==> src/inc/port_b_defines.svh <==
// register offsets, reset values and widths of the port b pad control block
`ifndef PORT_B_DEFINES_SVH
`define PORT_B_DEFINES_SVH

// ----------------------------------------------------------------
// register byte offsets
// ----------------------------------------------------------------
`define PORT_B_DIRECTION_OFFSET 12'h000
`define PORT_B_OUTPUT_DATA_OFFSET 12'h004
`define PORT_B_PIN_STATE_OFFSET 12'h008
`define PORT_B_PULLUP_OFFSET 12'h00C
`define PORT_B_OUTPUT_TYPE_OFFSET 12'h010

// ----------------------------------------------------------------
// reset values and field widths
// ----------------------------------------------------------------
`define PORT_B_PIN_COUNT 8
`define PORT_B_DIRECTION_RESET 8'h00
`define PORT_B_OUTPUT_DATA_RESET 8'h00
`define PORT_B_PULLUP_RESET 8'h00
`define PORT_B_OUTPUT_TYPE_RESET 8'h00
`define PORT_B_READ_ZERO 32'h00000000

`endif

==> src/inc/port_b_pkg.sv <==
// types shared by the port b pad control block
package port_b_pkg;

	// ----------------------------------------------------------------
	// pin function selected by the priority mux
	// ----------------------------------------------------------------
	typedef enum logic [2:0] {
		FUNC_PORT_IN = 3'b000,
		FUNC_PORT_OUT = 3'b001,
		FUNC_TIMER_OUT = 3'b010,
		FUNC_MOTOR_OUT = 3'b011,
		FUNC_MOTOR_IN = 3'b100
	} pin_func_e;

	// ----------------------------------------------------------------
	// complete state of the top module
	// ----------------------------------------------------------------
	typedef struct packed {
		logic [7:0] direction;
		logic [7:0] output_data;
		logic [7:0] pullup_control;
		logic [7:0] output_type;
		logic [31:0] prdata;
		logic pready;
		logic pslverr;
		logic [7:0] pad_out;
		logic [7:0] pad_oe;
		logic [7:0] pad_pullup;
		logic [7:0] capture;
		logic motor_aux_input;
	} port_state_s;

endpackage

==> src/inc/pad_req_if.sv <==
// per-pin request from the function mux to the pad driver
`timescale 1ns/100ps
interface pad_req_if;
	port_b_pkg::pin_func_e func;
	logic level;
	logic open_drain;
	logic pullup_bit;

	modport src (output func, output level, output open_drain, output pullup_bit);
	modport dst (input func, input level, input open_drain, input pullup_bit);
endinterface

==> src/design/pad_driver.sv <==
// turns a pin request into pad level, enable and pull-up
`timescale 1ns/100ps
module pad_driver (
	pad_req_if.dst req,
	output logic pad_out,
	output logic pad_oe,
	output logic pad_pullup
);
	// open drain only ever pulls low; pull-up is off while anything drives
	always_comb begin
		pad_out = 1'b0;
		pad_oe = 1'b0;
		pad_pullup = 1'b0;
		case (req.func)
			port_b_pkg::FUNC_PORT_OUT: begin
				if (req.open_drain) begin
					pad_oe = ~req.level;
				end else begin
					pad_out = req.level;
					pad_oe = 1'b1;
				end
			end
			port_b_pkg::FUNC_TIMER_OUT,
			port_b_pkg::FUNC_MOTOR_OUT: begin
				pad_out = req.level;
				pad_oe = 1'b1;
			end
			port_b_pkg::FUNC_PORT_IN,
			port_b_pkg::FUNC_MOTOR_IN: begin
				pad_pullup = req.pullup_bit;
			end
			default: begin
				pad_oe = 1'b0;
			end
		endcase
	end
endmodule

==> src/design/pin_select.sv <==
// priority mux that picks one pin's function
`timescale 1ns/100ps
module pin_select (
	input wire logic motor_enable,
	input wire logic motor_level,
	input wire logic motor_input_enable,
	input wire logic timer_out_mode,
	input wire logic timer_level,
	input wire logic direction,
	input wire logic output_data,
	input wire logic output_type,
	input wire logic pullup_enable,
	pad_req_if.src req
);
	// motor timer first, pulse timer next, port direction last
	always_comb begin
		req.open_drain = 1'b0;
		req.pullup_bit = pullup_enable;
		req.level = 1'b0;
		if (motor_enable) begin
			req.func = port_b_pkg::FUNC_MOTOR_OUT;
			req.level = motor_level;
		end else if (motor_input_enable && !direction) begin
			req.func = port_b_pkg::FUNC_MOTOR_IN;
		end else if (timer_out_mode) begin
			// compare output overrides the direction bit
			req.func = port_b_pkg::FUNC_TIMER_OUT;
			req.level = timer_level;
		end else if (direction) begin
			req.func = port_b_pkg::FUNC_PORT_OUT;
			req.level = output_data;
			req.open_drain = output_type;
		end else begin
			req.func = port_b_pkg::FUNC_PORT_IN;
		end
	end
endmodule

==> src/design/port_b_pad_control_mux.sv <==
// port b pad control: apb registers, pin function mux and pad outputs
//
// How it works
// an 8-bit read/write pull-up register, one bit per pin, resets to zero.
// a pin used as port input gets its pull-up when its pull-up bit is one.
// an 8-bit read/write output-type register, one bit per pin, resets to zero.
// a port output with output-type one drives open-drain and has no pull-up.
// a port output with output-type zero drives push-pull.
// pin 7 takes motor b-phase out 2, else channel 5 b compare, else the port.
// pin 6 takes motor a-phase out 2, else channel 5 a compare, else the port.
// pin 5 takes motor b-phase out 1, else channel 4 b compare, else the port.
// pin 4 takes motor a-phase out 1, else channel 4 a compare, else the port.
// pin 3 takes motor b-phase out 0, else channel 3 d compare, else the port.
// pin 2 takes motor a-phase out 0, else channel 3 c compare, else the port.
// pin 1 takes motor auxiliary out, else channel 3 b compare, else the port.
// pin 0 feeds the motor auxiliary input when enabled with direction zero.
// a timer compare output drives its pin whatever the direction bit says; on pin 0 an enabled auxiliary input wins at direction zero.
// direction one makes a port output, zero an input; it is write-only, resets zero.
// the pin-state read gives output data where direction is one, pin level else.
// the pull-up is off whenever the port or a timer drives the pin.
//
// The register addresses and register access over APB are this design's own decisions.
`timescale 1ns/100ps
`include "port_b_defines.svh"
module port_b_pad_control_mux #(
	parameter int ADDR_W = 12
) (
	input wire logic pclk,
	input wire logic presetn,
	// apb slave
	input wire logic psel,
	input wire logic penable,
	input wire logic pwrite,
	input wire logic [ADDR_W-1:0] paddr,
	input wire logic [31:0] pwdata,
	output logic [31:0] prdata,
	output logic pready,
	output logic pslverr,
	// pads
	input wire logic [7:0] pad_in,
	output logic [7:0] pad_out,
	output logic [7:0] pad_oe,
	output logic [7:0] pad_pullup,
	// motor timer enables and levels
	input wire logic motor_b_phase_out2_enable,
	input wire logic motor_a_phase_out2_enable,
	input wire logic motor_b_phase_out1_enable,
	input wire logic motor_a_phase_out1_enable,
	input wire logic motor_b_phase_out0_enable,
	input wire logic motor_a_phase_out0_enable,
	input wire logic motor_aux_output_enable,
	input wire logic motor_aux_input_enable,
	input wire logic motor_b_phase_out2,
	input wire logic motor_a_phase_out2,
	input wire logic motor_b_phase_out1,
	input wire logic motor_a_phase_out1,
	input wire logic motor_b_phase_out0,
	input wire logic motor_a_phase_out0,
	input wire logic motor_aux_output,
	output logic motor_aux_input,
	// pulse timer compare modes and levels
	input wire logic timer_ch5_io_b_out_mode,
	input wire logic timer_ch5_io_a_out_mode,
	input wire logic timer_ch4_io_b_out_mode,
	input wire logic timer_ch4_io_a_out_mode,
	input wire logic timer_ch3_io_d_out_mode,
	input wire logic timer_ch3_io_c_out_mode,
	input wire logic timer_ch3_io_b_out_mode,
	input wire logic timer_ch3_io_a_out_mode,
	input wire logic timer_ch5_io_b_out,
	input wire logic timer_ch5_io_a_out,
	input wire logic timer_ch4_io_b_out,
	input wire logic timer_ch4_io_a_out,
	input wire logic timer_ch3_io_d_out,
	input wire logic timer_ch3_io_c_out,
	input wire logic timer_ch3_io_b_out,
	input wire logic timer_ch3_io_a_out,
	// pulse timer capture inputs
	output logic timer_ch5_io_b_in,
	output logic timer_ch5_io_a_in,
	output logic timer_ch4_io_b_in,
	output logic timer_ch4_io_a_in,
	output logic timer_ch3_io_d_in,
	output logic timer_ch3_io_c_in,
	output logic timer_ch3_io_b_in,
	output logic timer_ch3_io_a_in
);

	// ----------------------------------------------------------------
	// state and per-pin gathering
	// ----------------------------------------------------------------
	port_b_pkg::port_state_s state;
	port_b_pkg::port_state_s next_state;

	logic [7:0] motor_enable;
	logic [7:0] motor_level;
	logic [7:0] motor_input_enable;
	logic [7:0] timer_out_mode;
	logic [7:0] timer_level;
	logic [7:0] pin_out;
	logic [7:0] pin_oe;
	logic [7:0] pin_pullup;
	logic [7:0] port_input_sel;
	logic [7:0] pin_state;
	logic [ADDR_W-1:0] word_addr;
	logic setup_phase;
	logic write_commit;

	// pin 0 has an auxiliary input instead of a motor output
	assign motor_enable = {motor_b_phase_out2_enable, motor_a_phase_out2_enable,
		motor_b_phase_out1_enable, motor_a_phase_out1_enable,
		motor_b_phase_out0_enable, motor_a_phase_out0_enable,
		motor_aux_output_enable, 1'b0};
	assign motor_level = {motor_b_phase_out2, motor_a_phase_out2,
		motor_b_phase_out1, motor_a_phase_out1,
		motor_b_phase_out0, motor_a_phase_out0,
		motor_aux_output, 1'b0};
	assign motor_input_enable = {7'h00, motor_aux_input_enable};
	assign timer_out_mode = {timer_ch5_io_b_out_mode, timer_ch5_io_a_out_mode,
		timer_ch4_io_b_out_mode, timer_ch4_io_a_out_mode,
		timer_ch3_io_d_out_mode, timer_ch3_io_c_out_mode,
		timer_ch3_io_b_out_mode, timer_ch3_io_a_out_mode};
	assign timer_level = {timer_ch5_io_b_out, timer_ch5_io_a_out,
		timer_ch4_io_b_out, timer_ch4_io_a_out,
		timer_ch3_io_d_out, timer_ch3_io_c_out,
		timer_ch3_io_b_out, timer_ch3_io_a_out};

	// ----------------------------------------------------------------
	// per-pin function mux and pad driver
	// ----------------------------------------------------------------
	generate
		for (genvar i = 0; i < `PORT_B_PIN_COUNT; i++) begin : g_pin
			pad_req_if req ();

			pin_select u_select (
				.motor_enable(motor_enable[i]),
				.motor_level(motor_level[i]),
				.motor_input_enable(motor_input_enable[i]),
				.timer_out_mode(timer_out_mode[i]),
				.timer_level(timer_level[i]),
				.direction(state.direction[i]),
				.output_data(state.output_data[i]),
				.output_type(state.output_type[i]),
				.pullup_enable(state.pullup_control[i]),
				.req(req.src)
			);

			pad_driver u_driver (
				.req(req.dst),
				.pad_out(pin_out[i]),
				.pad_oe(pin_oe[i]),
				.pad_pullup(pin_pullup[i])
			);

			// capture only sees the pad in port-input mode; pin-state reads go by the direction bit
			assign port_input_sel[i] = (req.func == port_b_pkg::FUNC_PORT_IN);
		end
	endgenerate

	// ----------------------------------------------------------------
	// pin-state view
	// ----------------------------------------------------------------
	// pins with direction one read back the data register, not the pad
	assign pin_state = (state.direction & state.output_data) |
		(~state.direction & pad_in);

	// ----------------------------------------------------------------
	// apb decode
	// ----------------------------------------------------------------
	// offsets are word aligned, the low two address bits are ignored
	assign word_addr = {paddr[ADDR_W-1:2], 2'b00};
	assign setup_phase = psel & ~penable;
	assign write_commit = psel & penable & state.pready & pwrite & ~state.pslverr;

	// next-state logic for registers, bus answer and pads
	always_comb begin
		next_state = state;

		// zero wait states: pready is raised by the setup edge, dropped after access
		next_state.pready = setup_phase;
		if (setup_phase) begin
			next_state.prdata = `PORT_B_READ_ZERO;
			next_state.pslverr = 1'b0;
			case (word_addr)
				ADDR_W'(`PORT_B_DIRECTION_OFFSET): begin
					// write-only, reads as zero
					next_state.prdata = `PORT_B_READ_ZERO;
				end
				ADDR_W'(`PORT_B_OUTPUT_DATA_OFFSET): begin
					next_state.prdata = {24'h000000, state.output_data};
				end
				ADDR_W'(`PORT_B_PIN_STATE_OFFSET): begin
					next_state.prdata = {24'h000000, pin_state};
					next_state.pslverr = pwrite;
				end
				ADDR_W'(`PORT_B_PULLUP_OFFSET): begin
					next_state.prdata = {24'h000000, state.pullup_control};
				end
				ADDR_W'(`PORT_B_OUTPUT_TYPE_OFFSET): begin
					next_state.prdata = {24'h000000, state.output_type};
				end
				default: begin
					// unmapped address answers with an error and zero data
					next_state.pslverr = 1'b1;
				end
			endcase
		end else begin
			// the error answer stands only as long as pready does
			next_state.pslverr = 1'b0;
		end

		// writes land only at the access edge that sees pready high
		if (write_commit) begin
			case (word_addr)
				ADDR_W'(`PORT_B_DIRECTION_OFFSET): begin
					next_state.direction = pwdata[7:0];
				end
				ADDR_W'(`PORT_B_OUTPUT_DATA_OFFSET): begin
					next_state.output_data = pwdata[7:0];
				end
				ADDR_W'(`PORT_B_PULLUP_OFFSET): begin
					next_state.pullup_control = pwdata[7:0];
				end
				ADDR_W'(`PORT_B_OUTPUT_TYPE_OFFSET): begin
					next_state.output_type = pwdata[7:0];
				end
				default: begin
					next_state.direction = state.direction;
				end
			endcase
		end

		// pads and timer inputs are registered so every output is a flop,
		// at the cost of one clock of latency through the mux
		next_state.pad_out = pin_out;
		next_state.pad_oe = pin_oe;
		next_state.pad_pullup = pin_pullup & ~pin_oe;
		next_state.capture = pad_in & port_input_sel;
		next_state.motor_aux_input = pad_in[0] & motor_aux_input_enable &
			~state.direction[0] & ~motor_enable[0];
	end

	// ----------------------------------------------------------------
	// state register
	// ----------------------------------------------------------------
	always_ff @(posedge pclk or negedge presetn) begin
		if (!presetn) begin
			state.direction <= `PORT_B_DIRECTION_RESET;
			state.output_data <= `PORT_B_OUTPUT_DATA_RESET;
			state.pullup_control <= `PORT_B_PULLUP_RESET;
			state.output_type <= `PORT_B_OUTPUT_TYPE_RESET;
			state.prdata <= `PORT_B_READ_ZERO;
			state.pready <= 1'b0;
			state.pslverr <= 1'b0;
			state.pad_out <= 8'h00;
			state.pad_oe <= 8'h00;
			state.pad_pullup <= 8'h00;
			state.capture <= 8'h00;
			state.motor_aux_input <= 1'b0;
		end else begin
			state <= next_state;
		end
	end

	// ----------------------------------------------------------------
	// outputs
	// ----------------------------------------------------------------
	assign prdata = state.prdata;
	assign pready = state.pready;
	assign pslverr = state.pslverr;
	assign pad_out = state.pad_out;
	assign pad_oe = state.pad_oe;
	assign pad_pullup = state.pad_pullup;
	assign motor_aux_input = state.motor_aux_input;

	// capture feeds, one per pin
	assign timer_ch5_io_b_in = state.capture[7];
	assign timer_ch5_io_a_in = state.capture[6];
	assign timer_ch4_io_b_in = state.capture[5];
	assign timer_ch4_io_a_in = state.capture[4];
	assign timer_ch3_io_d_in = state.capture[3];
	assign timer_ch3_io_c_in = state.capture[2];
	assign timer_ch3_io_b_in = state.capture[1];
	assign timer_ch3_io_a_in = state.capture[0];

endmodule

==> config.mk <==
export PLATFORM = sky130hd
export DESIGN_NAME = port_b_pad_control_mux
export DESIGN_NICKNAME = d
export VERILOG_FILES = /design/src/inc/port_b_pkg.sv /design/src/inc/pad_req_if.sv /design/src/design/pad_driver.sv /design/src/design/pin_select.sv /design/src/design/port_b_pad_control_mux.sv
export VERILOG_INCLUDE_DIRS = /design/src /design/src/inc
export SDC_FILE = /design/constraint.sdc
export NUM_CORES = 1
export LEC_CHECK = 0
export ABC_AREA = 1
export BUFFER_PORTS_ARGS = -buffer_cell sky130_fd_sc_hd__buf_2
export CORE_ASPECT_RATIO = 0.7
export CORE_UTILIZATION = 52
export DETAILED_ROUTE_END_ITERATION = 10
export PLACE_DENSITY = 0.83
export SLEW_MARGIN = 20
export SYNTH_ARGS = -nofsm -noshare
export SYNTH_HDL_FRONTEND = slang
export SYNTH_SLANG_ARGS = --single-unit
==> constraint.sdc <==
create_clock -name pclk -period 2.8 [get_ports pclk]
set_clock_uncertainty 0.05 [all_clocks]
set_input_delay 0.56 -clock pclk [delete_from_list [all_inputs] [get_ports pclk]]
set_output_delay 0.56 -clock pclk [all_outputs]
set_load 0.03 [all_outputs]
# Word level (Yosys, flattened, before mapping)
# Index checks and enable logic that the tools add are counted.
word_totals:
  regBits: 99
  inputBits: 88
  out_inout_bits: 67
classes:
  eq_ne: 36
  muxes: 115
  bitwise: 25
  reduce_logical: 32
op_table:
  columns: ["operator", "n"]
  rows:
  - ["1-bit two-way mux", 81]
  - ["3-bit by 2-bit == test with 1-bit output, second input constant", 16]
  - ["3-bit two-way mux", 16]
  - ["1-bit case mux with 2 select lines", 17]
  - ["8-bit AND", 4]
  - ["8-bit case mux with 4 select lines", 1]
  - ["2-bit OR reduction", 16]
  - ["3-bit by 1-bit == test with 1-bit output, second input constant", 8]
  - ["3-bit == test, second input constant", 8]
  - ["3-bit logical NOT", 8]
  - ["10-bit by 2-bit == test with 1-bit output, second input constant", 2]
  - ["8-bit NOT", 2]
  - ["12-bit logical NOT", 1]
  - ["1-bit NOT", 11]
  - ["10-bit by 1-bit == test with 1-bit output, second input constant", 1]
  - ["10-bit by 3-bit == test with 1-bit output, second input constant", 1]
  - ["8-bit bitwise OR", 1]
  - ["2-bit AND reduction", 4]
  - ["1-bit AND", 7]
  - ["4-bit OR reduction", 1]
  - ["1-bit logical AND", 1]
  - ["1-bit logical NOT", 1]

# Logic depth before layout (Yosys ltp)
depth:
  ltp_word: 8
  mapped_depth: 8
  ltp_nobuf: 8

# Hierarchy
# A second synthesis with hierarchy kept.
hier_totals:
  hier_cells: 619
  area_unflattened_um2: 4631.9
by_module_without_submodules:
  columns: ["module", "n_inst", "cells_per_inst", "area_each_um2", "seq_area_each_um2"]
  rows:
  - ["port_b_pad_control_mux", 1, 379, 3460.8, 1876.8]
  - ["pin_select", 8, 18, 87.6, 0.0]
  - ["pad_driver", 8, 12, 58.8, 0.0]

# Worst setup path before layout
# Ideal clock, no wire load.
synth_path:
  path_kind: "input-to-reg"
  startpoint: "input paddr[9]"
  endpoint: "register, netlist name state[89]"
  setup_time_ps: 120
  arrival_ps: 1440
  required_time_ps: 2630
  setup_slack_ps: 1190
  cell_stages: 7
  path_buffers: 1
  cell_sequence: "nor2_1 -> nand2_2 -> nor2_8 -> nand3_2 -> buf_6 -> nand2_1 -> o21ai_2"
synth_between:
  elab_chain_cells: 2
synth_rtl:
  columns: ["item", "line_no", "text"]
  rows:
  - ["from (decl)", "port_b_pad_control_mux.sv:34", "input wire logic [ADDR_W-1:0] paddr,"]
  - ["10-bit by 1-bit == test with 1-bit output", "port_b_pad_control_mux.sv:214", "case (word_addr)"]
  - ["2-bit AND reduction (no source line)", null, null]
# No other way between the ends.
# A chain may end at the register's enable or synchronous reset.

# Worst setup path after layout
layout_path:
  startpoint: "input paddr[5]"
  endpoint: "register, netlist name state[85]"
layout_between:
  elab_chain_cells: 2
layout_rtl:
  columns: ["item", "line_no"]
  rows:
  - ["10-bit by 1-bit == test with 1-bit output", "port_b_pad_control_mux.sv:214"]
  - ["2-bit AND reduction (no source line)", null]
# No other way between the ends.

==> summary.txt <==
Global route
  – Largest net degree at the start of global routing: 76
  – Total global routing overflow: 0
  – Global Route Usage Sum: 22.7%
  – Initial antenna violation count: 0
  – First-pass GRT wire length: 12700 microns
  – Vias in the first global route: 2825

Clock tree
  – Root cell of the clock tree: clkbuf_8
  – Post-CTS Hold Fix Bufs: 0
  – TritonCTS Buffers: 9
  – Clock sink count: 75
  – CTS tree: done
  – Maximum clock path buffer count: 2
  – # Post-CTS Setup Buffers: 0
  – Worst-path clk slew: 0.07 ns
  – Clk_lat worst skew: 0.33 ns
  – H-tree depth: 3
  – CTS resizes: 0

Worst setup path
  – Reg2Reg Setup Slack: 1.11 ns
  – Crit path launch type: input port
  – Crit-path max cell delay: 0.46 ns
  – Worst-path cell chain: buf_2 -> nor2_1 -> nand2_2 -> nor2_8 -> nand3_2 -> nand2_1 -> o21ai_2
  – CP endpoint kind: flip-flop
  – CP required: 2.96 ns
  – Critical Path AT: 2.06 ns
  – Beginning of the critical path: paddr[5]
  – CP max FO: 28
  – Setup CP Type: input port to flip-flop
  – Worst r2r src: pready
  – CP max-delay cell: nand3_2

Synth
  – Main area contributors after synthesis: dfrtp_1, nand2_1, o21ai_2
  – Yosys top cell area share: 50.2%
  – Seq/Total Area, Yosys: 50.2%
  – Cell taking the most area after synthesis: dfrtp_1
  – Area of the mapped netlist: 0.00374 sq mm
  – Synth Warn #: 0
  – EDFF count, synth: 0
  – Top_reg_cell synth: dfrtp_1
  – Async set or reset register ratio after synthesis: 100%
  – Seq cells post-synth: 75
  – Syn avg cell area: 8.51 sq um
  – Library cells used by synthesis: 30
  – Most common library cells after synthesis: nand2_1, dfrtp_1, inv_1
  – Count leader, synth: nand2_1
  – Gate Count Post-Synth: 439

Drt
  – Drt wl/cell: 12.2 microns
  – Vias per cell: 4.76
  – Via count: 3072
  – Drt pass-1 iters: 4
  – Initial drt markers: 118
  – Routed Wire Length: 7880 microns
  – Antenna viol nets, final: 0
  – Drt drc: 0

Power and ir drop
  – VDD IR max: 0.273 mV
  – Power per cell area: 480 mW/mm^2
  – Leakage: 2.48 nW

Floorplanning
  – Die Ht: 72.9 microns
  – Die area: 0.00753 sq mm
  – Core Region: 0.00685 sq mm
  – Io pins: 155
  – Initial core utilization: 54.5%
  – Rows: 25
  – Die Span X: 103 microns

STA
  – Final setup vio count: 0
  – Final Hold Vio Count: 0
  – Final setup TNS: 0 ns
  – FMAX: 0.526 GHz
  – Slew @ Worst Pin: 0.917 ns
  – Slew Limit Fails: 0
  – RSZ-0062 raised after global routing: no
  – Relative slew slack: 38.9%
  – Final min period: 1.90 ns
  – Final Cycle Share: 67.9%

Place
  – IO Port Bufs: 104
  – DP HPWL: 5680 microns
  – Gp weighted congestion: 0.804

Hold path
  – Type of the worst min-delay path: input port to asynchronous set/reset pin

Cells and area
  – Layout cells sized above 1: 29.4%
  – Area delta synth->final: 17.4%
  – Final Net Count: 635
  – Ant. Diodes: 0
  – Post-layout util: 64.0%

Job
  – Max-Cap Viols: 0

Outcome
  – Outcome: completed
==> layout make-up <==
class / count / area (sq um)
Sequential cell: 75 / 1880
Clock inverter: 3 / 15.0
Tap cell: 94 / 118
Fill cell: 584 / 2460
Inverter: 58 / 220
Clock buffer: 12 / 145
Multi-Input combinational cell: 298 / 1480
Timing Repair Buffer: 105 / 531
==> final timing paths <==
| kind | endpoint | depth (start not counted) |
|---|---|---|
| min reg2reg | prdata[4] | 2 |
| min | pad_oe[3] | 1 |
| min in group pclk | timer_ch3_io_a_in | 2 |
| max reg2reg | state[97] | 5 |
| max | state[85] | 7 |
| max in group asynchronous | timer_ch3_io_d_in | 1 |
==> stage by stage <==
step | power [W] | area (sq um) | hold slack [ns] | std cells | setup slack (ns)
floorplan | 0.00134 | 3820 | 0.214 | 462 | 1.19
global placement | 0.00142 | 4230 | 0.410 | 630 | 0.616
detailed placement | 0.00143 | 4230 | 0.413 | 630 | 0.590
CTS | 0.00213 | 4390 | 0.333 | 645 | 0.943
global route | 0.00220 | 4390 | 0.337 | 645 | 0.773
finish | 0.00211 | 4390 | 0.295 | 645 | 0.898
==> cell families (layout without fill, tap and decap cells) <==
family | after synthesis | after routing | synth area share [%]
buffers and inverters | 89 | 178 | 12.4
and+or+nand+nor | 202 | 202 | 24.1
other | 1 | 24 | 0.100
DFF | 75 | 75 | 50.2
AOI/OAI and AO/OA | 72 | 72 | 13.1
==> layout by cell type, fill, tap and decap left out <==
cell / synthesis / layout
nor2_1: 41 / 41
inv_2: 2 / 2
a22oi_1: 2 / 2
nor2_8: 1 / 1
o21ai_0: 12 / 12
nor3_4: 1 / 1
clkbuf_8: 0 / 10
buf_4: 26 / 2
nand3_2: 3 / 3
o21ai_1: 14 / 14
o211ai_1: 4 / 4
conb_1: 1 / 24
nand2_2: 5 / 5
a31oi_1: 4 / 4
buf_2: 0 / 103
o21ai_2: 24 / 24
nor3b_1: 1 / 1
nand2_4: 1 / 1
nor2_2: 2 / 2
a21oi_1: 8 / 8
o21a_1: 2 / 2
inv_1: 55 / 55
clkbuf_1: 1 / 2
a221oi_1: 1 / 1
a21oi_4: 1 / 1
nand3_1: 30 / 30
inv_4: 1 / 1
nor3_1: 5 / 5
nor2_4: 3 / 3
clkinv_2: 0 / 3
nand2_1: 109 / 109
dfrtp_1: 75 / 75
==> routing by layer <==
| layer | global-route usage [%] | up-vias | part of all wire (%) |
|---|---|---|---|
| met4 | 7.04 | 0 | 0.49 |
| li1 | - | 1553 | - |
| met2 | 37.9 | 100 | 48 |
| met1 | 29.5 | 1414 | 44 |
| met3 | 5.56 | 5 | 7.1 |
| met5 | 0 | - | 0 |
==> registers in the layout (all words and copies together) (netlist names) <==
register	flops
state	32
pad_oe	8
pad_out	8
pad_pullup	8
prdata	8
motor_aux_input	1
pready	1
pslverr	1
timer_ch3_io_a_in	1
timer_ch3_io_b_in	1
timer_ch3_io_c_in	1
timer_ch3_io_d_in	1
timer_ch4_io_a_in	1
timer_ch4_io_b_in	1
timer_ch5_io_a_in	1
timer_ch5_io_b_in	1
==> critical path, delay by kind of cell <==
family / cells / cell delay, ns
AND/OR/NAND/NOR: 5 / 1.33
AO/OA/AOI/OAI: 1 / 0.07
buffers and inverters: 1 / 0.10
==> power breakdown <==
group | switching (W) | leakage (nW) | internal, W
combinational | 0.000211 | 1.43 | 0.0000760
clock | 0.000365 | 0.0860 | 0.000337
sequential | 0.00000688 | 0.963 | 0.00111
total | 0.000584 | 2.48 | 0.00152
No activity file was read; power rests on OpenSTA's default activity.
